### src/pmu_pkg.sv
// package of the power manager: states, timer loads, carrier structs
// assumes a single 100 MHz clock domain
package pmu_pkg;

   localparam int unsigned CLK_MHZ      = 100;
   localparam int unsigned TMR_W        = 16;
   localparam int unsigned PLANE_W      = 4;
   localparam int unsigned THR_W        = 4;

   // timer start values in microseconds and derived clock counts
   localparam int unsigned DOZE_US      = 10;
   localparam int unsigned STBY_US      = 100;
   localparam int unsigned CPU_SUSPEND_REQUEST_N_US      = 400;
   localparam int unsigned HK_US        = 5;
   localparam int unsigned PERI_US      = 200;
   localparam int unsigned DOZE_CYC     = DOZE_US * CLK_MHZ;
   localparam int unsigned STBY_CYC     = STBY_US * CLK_MHZ;
   localparam int unsigned CPU_SUSPEND_REQUEST_N_CYC     = CPU_SUSPEND_REQUEST_N_US * CLK_MHZ;
   localparam int unsigned HK_CYC       = HK_US * CLK_MHZ;
   localparam int unsigned PERI_CYC     = PERI_US * CLK_MHZ;

   // power planes enabled per state
   localparam logic [3:0] PLANES_ON     = 4'hF;
   localparam logic [3:0] PLANES_STBY   = 4'h7;
   localparam logic [3:0] PLANES_CPU_SUSPEND_REQUEST_N   = 4'h1;

   typedef enum logic [3:0] {
      PM_ON   = 4'h1,
      PM_DOZE = 4'h2,
      PM_STBY = 4'h4,
      PM_CPU_SUSPEND_REQUEST_N = 4'h8
   } pmu_state_t;

   typedef struct packed {
      logic sys;
      logic hk;
      logic peri;
   } pmu_act_t;

   typedef struct packed {
      logic doze_exp;
      logic stby_exp;
      logic cpu_suspend_request_n_exp;
      logic wake;
      logic peri_idle;
   } pmu_smi_t;

endpackage

### src/pmu_power_manager.sv
// power manager: inactivity timers, state stepping, smi, suspend request
// assumes activity inputs come from pins; core acknowledges suspend
// Function
// - doze, stand-by and suspend timers
// - timer expiry raises smi
// - system activity in power-down raises smi
// - on, doze, stand-by, suspend states
// - house-keeping activity kept in low state
// - peripheral timer flags peripheral idleness
// - suspend request modulation outside suspend, forced in suspend
// - plane power control outputs
// - internal clocks stopped in suspend
`timescale 1ns/1ps
module pmu_power_manager
   import pmu_pkg::*;
(
   input  wire logic             clk,
   input  wire logic             rst,
   input  wire pmu_act_t         act_pin,
   input  wire logic             cpu_cpu_suspend_request_n_ack,
   input  wire logic [THR_W-1:0] throttle,
   output pmu_smi_t             smi_src,
   output logic                 smi,
   output pmu_state_t           state,
   output logic                 cpu_suspend_request_n,
   output logic                 clk_stop,
   output logic [PLANE_W-1:0]   plane_en
);

   pmu_act_t   act_s1_q, act_s2_q;
   logic       ack_s1_q, ack_s2_q;
   pmu_state_t st_q;
   logic       doze_exp, stby_exp, cpu_suspend_request_n_exp, hk_exp, peri_exp;
   logic       hk_busy_q, cpu_suspend_request_n_req_q;
   logic [THR_W-1:0] thr_cnt_q;
   pmu_smi_t   smi_q;
   logic [PLANE_W-1:0] plane_q;

   // pin synchronisers
   always_ff @(posedge clk or posedge rst) begin
      if (rst) begin
         act_s1_q <= '0;
         act_s2_q <= '0;
         ack_s1_q <= 1'b0;
         ack_s2_q <= 1'b0;
      end else begin
         act_s1_q <= act_pin;
         act_s2_q <= act_s1_q;
         ack_s1_q <= cpu_cpu_suspend_request_n_ack;
         ack_s2_q <= ack_s1_q;
      end
   end

   // inactivity timers
   pmu_timer u_doze (.clk(clk), .rst(rst), .en(1'b1), .reload(act_s2_q.sys),
      .start(TMR_W'(DOZE_CYC)), .expired(doze_exp));
   pmu_timer u_stby (.clk(clk), .rst(rst), .en(st_q != PM_ON),
      .reload(act_s2_q.sys), .start(TMR_W'(STBY_CYC)), .expired(stby_exp));
   pmu_timer u_cpu_suspend_request_n (.clk(clk), .rst(rst),
      .en(st_q == PM_STBY || st_q == PM_CPU_SUSPEND_REQUEST_N),
      .reload(act_s2_q.sys), .start(TMR_W'(CPU_SUSPEND_REQUEST_N_CYC)), .expired(cpu_suspend_request_n_exp));
   pmu_timer u_hk (.clk(clk), .rst(rst), .en(hk_busy_q), .reload(act_s2_q.hk),
      .start(TMR_W'(HK_CYC)), .expired(hk_exp));
   pmu_timer u_peri (.clk(clk), .rst(rst), .en(1'b1), .reload(act_s2_q.peri),
      .start(TMR_W'(PERI_CYC)), .expired(peri_exp));

   // house-keeping window: serviced without leaving the low state
   always_ff @(posedge clk or posedge rst) begin
      if (rst) begin
         hk_busy_q <= 1'b0;
      end else if (act_s2_q.hk && (st_q == PM_DOZE || st_q == PM_STBY)) begin
         hk_busy_q <= 1'b1;
      end else if (hk_exp) begin
         hk_busy_q <= 1'b0;
      end
   end

   // power state stepping
   always_ff @(posedge clk or posedge rst) begin
      if (rst) begin
         st_q <= PM_ON;
      end else if (act_s2_q.sys) begin
         st_q <= PM_ON;
      end else begin
         unique case (st_q)
            PM_ON:   if (doze_exp) st_q <= PM_DOZE;
            PM_DOZE: if (stby_exp) st_q <= PM_STBY;
            PM_STBY: if (cpu_suspend_request_n_exp) st_q <= PM_CPU_SUSPEND_REQUEST_N;
            PM_CPU_SUSPEND_REQUEST_N: st_q <= PM_CPU_SUSPEND_REQUEST_N;
            default: st_q <= PM_ON;
         endcase
      end
   end

   // smi sources: expiry and wake, registered as one-cycle pulses
   always_ff @(posedge clk or posedge rst) begin
      if (rst) begin
         smi_q <= '0;
      end else begin
         smi_q.doze_exp  <= doze_exp;
         smi_q.stby_exp  <= stby_exp;
         smi_q.cpu_suspend_request_n_exp  <= cpu_suspend_request_n_exp;
         smi_q.wake      <= act_s2_q.sys && (st_q != PM_ON);
         smi_q.peri_idle <= peri_exp;
      end
   end

   // suspend request: forced in suspend, duty-modulated otherwise
   always_ff @(posedge clk or posedge rst) begin
      if (rst) begin
         thr_cnt_q  <= '0;
         cpu_suspend_request_n_req_q <= 1'b0;
      end else begin
         thr_cnt_q  <= thr_cnt_q + THR_W'(1);
         cpu_suspend_request_n_req_q <= (st_q == PM_CPU_SUSPEND_REQUEST_N) || (thr_cnt_q < throttle);
      end
   end

   // plane control per state
   always_ff @(posedge clk or posedge rst) begin
      if (rst) begin
         plane_q <= PLANES_ON;
      end else begin
         unique case (st_q)
            PM_CPU_SUSPEND_REQUEST_N: plane_q <= PLANES_CPU_SUSPEND_REQUEST_N;
            PM_STBY: plane_q <= PLANES_STBY;
            default: plane_q <= PLANES_ON;
         endcase
      end
   end

   assign smi_src               = smi_q;
   assign smi                   = |smi_q;
   assign state                 = st_q;
   assign cpu_suspend_request_n = !cpu_suspend_request_n_req_q;
   // clocks stop only once the core has drained and acknowledged
   assign clk_stop              = (st_q == PM_CPU_SUSPEND_REQUEST_N) && ack_s2_q;
   assign plane_en              = plane_q;
endmodule

### src/pmu_timer.sv
// down-counting inactivity timer with reload and one-cycle expiry pulse
// assumes reload and enable come from the same clock domain
`timescale 1ns/1ps
module pmu_timer
   import pmu_pkg::*;
(
   input  wire logic             clk,
   input  wire logic             rst,
   input  wire logic             en,
   input  wire logic             reload,
   input  wire logic [TMR_W-1:0] start,
   output logic                  expired
);

   logic [TMR_W-1:0] cnt_q;
   logic             done_q;
   logic             armed_q;

   // first cycle after reset loads the start value, no false expiry
   always_ff @(posedge clk or posedge rst) begin
      if (rst) begin
         cnt_q   <= '0;
         done_q  <= 1'b0;
         armed_q <= 1'b0;
      end else if (reload || !en || !armed_q) begin
         cnt_q   <= start;
         done_q  <= 1'b0;
         armed_q <= 1'b1;
      end else if (cnt_q != '0) begin
         cnt_q <= cnt_q - TMR_W'(1);
      end else begin
         done_q <= 1'b1;
      end
   end

   assign expired = en && armed_q && !reload && (cnt_q == '0) && !done_q;

endmodule

### config.mk
export PLATFORM = sky130hd
export DESIGN_NAME = pmu_power_manager
export DESIGN_NICKNAME = d
export VERILOG_FILES = /design/src/pmu_pkg.sv /design/src/pmu_power_manager.sv /design/src/pmu_timer.sv
export SDC_FILE = /design/constraint.sdc
export NUM_CORES = 1
export LEC_CHECK = 0
export BUFFER_PORTS_ARGS = -buffer_cell sky130_fd_sc_hd__clkbuf_2
export CAP_MARGIN = 20
export CORE_UTILIZATION = 45
export DETAILED_ROUTE_END_ITERATION = 8
export SETUP_SLACK_MARGIN = 0.02
export SYNTH_ARGS = -nofsm -noshare
export SYNTH_HDL_FRONTEND = slang
export SYNTH_SLANG_ARGS = --single-unit
export TNS_END_PERCENT = 30
### constraint.sdc
create_clock -name clk -period 5 [get_ports clk]
set_input_delay 0.75 -clock clk [delete_from_list [all_inputs] [get_ports clk]]
set_output_delay 0.75 -clock clk [all_outputs]
set_load 0.03 [all_outputs]
==> impl_metrics.py <==
metrics = {
    "status": {
        "status": "completed",
    },
    "setup_path": {
        "crit_path_start_kind": "flop",
        "critPathKind": "flop to flop",
        "path_common_cell": "or3_1",
        "path_buf_inv": 2,
        "end_kind": "flop",
        "cp_max_fo": 11,
        "crit_chain": "inv_1 -> ha_1 -> nor4b_1 -> nand4_1 -> or3_1 -> or3_1 -> clkinv_1 -> o21bai_1",
        "cp_slowest_cell": "or3_1",
        "cp.required_ps": 5260,
        "slowest_delay_ps": 580,
        "cp_data_arrival_time_ps": 2990,
        "critPathTopFamily": "simple AND/OR/NAND/NOR gates",
    },
    "power": {
        "vdd_drop_max_mv": 0.126,
        "power.leakage_nw": 2.11,
        "p_total_w": 0.00144,
        "switchingPower_w": 0.000324,
        "pwr-share-comb_pct": 4.5,
        "power_frac_seq_pct": 54.3,
        "power.density_nw_per_um2": 286,
        "power.share.switching_pct": 22.5,
        "clockPowerShare_pct": 41.2,
        "internal_power_w": 0.00111,
    },
    "die": {
        "io_pins": 26,
        "die_area_um2": 10500,
        "die_w_um": 103,
        "coreArea_um2": 9770,
        "dieHeight_um": 103,
        "rows": 36,
        "start_util_pct": 46.6,
    },
    "timing": {
        "timing.hold.ws_ps": 357,
        "finalSetupTns_ps": 0,
        "period_needed_ps": 2730,
        "finClkSkew_ps": 10.7,
        "fin_ws_ps": 2270,
        "hold_viol_final": 0,
        "rsz0062_at_grt": "no",
        "tightestPinTransition_ps": 838,
        "fmax_mhz": 367,
        "slew_headroom_pct": 43.6,
        "timing.final.crit_share_pct": 54.5,
        "setup_viol": 0,
        "slew_viol_final": 0,
    },
    "layout": {
        "diodes": 0,
        "nNetsFinal": 498,
        "area_growth_pct": 10.6,
        "seqCellArea_um2": 2360,
        "multi_input_area_um2": 2090,
        "postLayoutCoreUtil_pct": 51.5,
        "drive_above_1_share_pct": 11.9,
        "fill_cells": 921,
    },
    "synthesis": {
        "synth_area_leaders": "dfrtp_1 (50%), xnor2_1 (4.8%), nor2_1 (4.4%), ha_1 (3.3%), nand2_1 (3.0%)",
        "yosysSeqAreaShare_pct": 51.8,
        "syn_inst": 449,
        "async_flop_share_pct": 100,
        "yosysWarnings": 0,
        "yosysTopAreaCell": "dfrtp_1",
        "syn_area_per_cell_um2": 10.1,
        "synth_edf_count": 0,
        "netlist_area_um2": 4550,
        "synth_seq_cells": 94,
        "netlist.area_leader.share_pct": 50.0,
        "synthFlopType": "dfrtp_1",
        "synth_cell_types": 55,
    },
    "grt": {
        "grtUsageTotal_pct": 18.8,
        "grt_max_degree": 49,
        "overflow": 0,
        "grt_pass1_vias": 3203,
        "antenna_found_initial": 0,
        "grt_pass1_wl_mm": 15.2,
    },
    "cts": {
        "cts.sinks": 94,
        "clock_latency_ps": 370,
        "cts.clk_slew.worst_paths_ps": 90,
        "tritoncts": "built",
        "cts_setup_buffers": 0,
        "hold_buffers": 0,
        "cts-htree-levels": 3,
        "cts_buffer_depth": 2,
        "cts_root_buf": "clkbuf_8",
        "cts_buffers": 9,
        "ctsResizeCount": 0,
    },
    "detailed_routing": {
        "via_per_inst": 5.34,
        "drt_wl_total_mm": 8.70,
        "drt-pass1-iter-count": 4,
        "route.vias.total": 3278,
        "drcViolationCount": 0,
        "ant_nets": 0,
        "routedWlPerCell_um": 14.2,
        "drt_iter0_drc": 123,
    },
    "place": {
        "place_congestion": 0.790,
        "dp_hpwl_mm": 5.85,
        "pre_cts_ws_ps": 2390,
        "portBuffers": 23,
    },
    "min_path": {
        "min_path_type": "flop to flop",
    },
    "run": {
        "drv_cap": 0,
    },
}
-- per-layer routing --
| layer | wire length (um) | GRT usage (%) | up-vias |
|---|---|---|---|
| li1 | - | - | 1631 |
| met1 | 4240 | 25.4 | 1610 |
| met2 | 4130 | 29.9 | 25 |
| met3 | 138 | 2.58 | 12 |
| met4 | 187 | 9.34 | 0 |
| met5 | 0 | 0 | - |
-- cell families after synthesis --
| kind of cell | share of synthesized area (%) |
|---|---|
| flops | 51.8 |
| compound gates | 7.78 |
| fa+ha+maj | 3.30 |
| mux | 0.247 |
| xor+xnor | 7.50 |
| buf+inv | 2.72 |
| other cells | 0.0824 |
| simple gates | 26.6 |
-- synthesized netlist by cell type (10+ instances only) --
cell type,count
nand2_1,36
or3_1,12
nor3_1,22
o21ai_0,10
a21oi_1,20
xor2_1,14
dfrtp_1,91
nand3_1,12
nor4_1,16
nand3b_1,10
nand2b_1,10
inv_1,16
xnor2_1,25
ha_1,12
nor2_1,53
-- worst register-to-register path, cell delays in order, from the launching register on --
cell,delay [ps]
dfrtp_1,440
inv_1,100
ha_1,150
nor4b_1,340
nand4_1,480
or3_1,580
or3_1,380
clkinv_1,80
o21bai_1,70
-- cell usage in the layout, fill, tap and decap left out, types with 8 or more instances in the layout --
master,synthesis,layout
a21oi_1,20,20
clkbuf_2,0,23
clkbuf_8,0,12
dfrtp_1,91,91
ha_1,12,12
inv_1,16,15
nand2_1,36,36
nand2b_1,10,10
nand3_1,12,12
nand3b_1,10,10
nor2_1,53,53
nor3_1,22,22
nor4_1,16,16
o21ai_0,10,10
or3_1,12,12
or4_1,8,8
xnor2_1,25,25
xor2_1,14,14
-- sequential cells by signal (all words and copies together) (netlist names), 2 cells and up --
register and flops:
plane_en 2, smi_src 5, state 4, u_peri.cnt_q 16
u_cpu_suspend_request_n.cnt_q 16, act_s2_q 2, act_s1_q 2, thr_cnt_q 4
u_doze.cnt_q 16, u_stby.cnt_q 16
-- power by group through the flow --
stage          sequential (W)  clock, W  combinational [W]
2_1_floorplan        0.000793         0          0.0000507
3_3_place_gp         0.000796         0          0.0000650
3_5_place_dp         0.000796         0          0.0000659
4_1_cts              0.000781  0.000603          0.0000663
5_1_grt              0.000783  0.000629          0.0000748
6_report             0.000781  0.000592          0.0000643
-- stage by stage --
step,cell area (um^2),cells
2_1_floorplan,4570,453
3_3_place_gp,4800,598
3_5_place_dp,4800,598
4_1_cts,5030,614
5_1_grt,5030,614
6_report,5030,614
-- path summary, 6_finish.rpt --
| check | startpoint | end | slack [ps] | cells after the start |
|---|---|---|---|---|
| worst min register to register | act_s1_q[2]$_DFF_PP0_ | act_s2_q[2]$_DFF_PP0_ | 360 | 0 |
| max in group asynchronous | rst | state[3]$_DFFE_PP0P_ | 3540 | 3 |
| worst min-delay path | act_s1_q[2]$_DFF_PP0_ | act_s2_q[2]$_DFF_PP0_ | 360 | 0 |
| worst max register to register | u_stby.cnt_q[0]$_DFFE_PP0P_ | state[1]$_DFFE_PP0P_ | 2270 | 8 |
| worst max-delay path | u_stby.cnt_q[0]$_DFFE_PP0P_ | state[1]$_DFFE_PP0P_ | 2270 | 8 |
| min in group asynchronous | rst | u_stby.cnt_q[13]$_DFFE_PP0P_ | 420 | 2 |
-- cell type report --
cell class                 instances  area share (%)
clock buffer                      13            3.36
clock inverter                     3            1.29
inverter                          17            1.32
multi-input combinational        330            41.5
sequential                        94            46.8
tap                              133            3.31
timing repair buffer              24            2.44
Power figures use the tool's default switching activity.
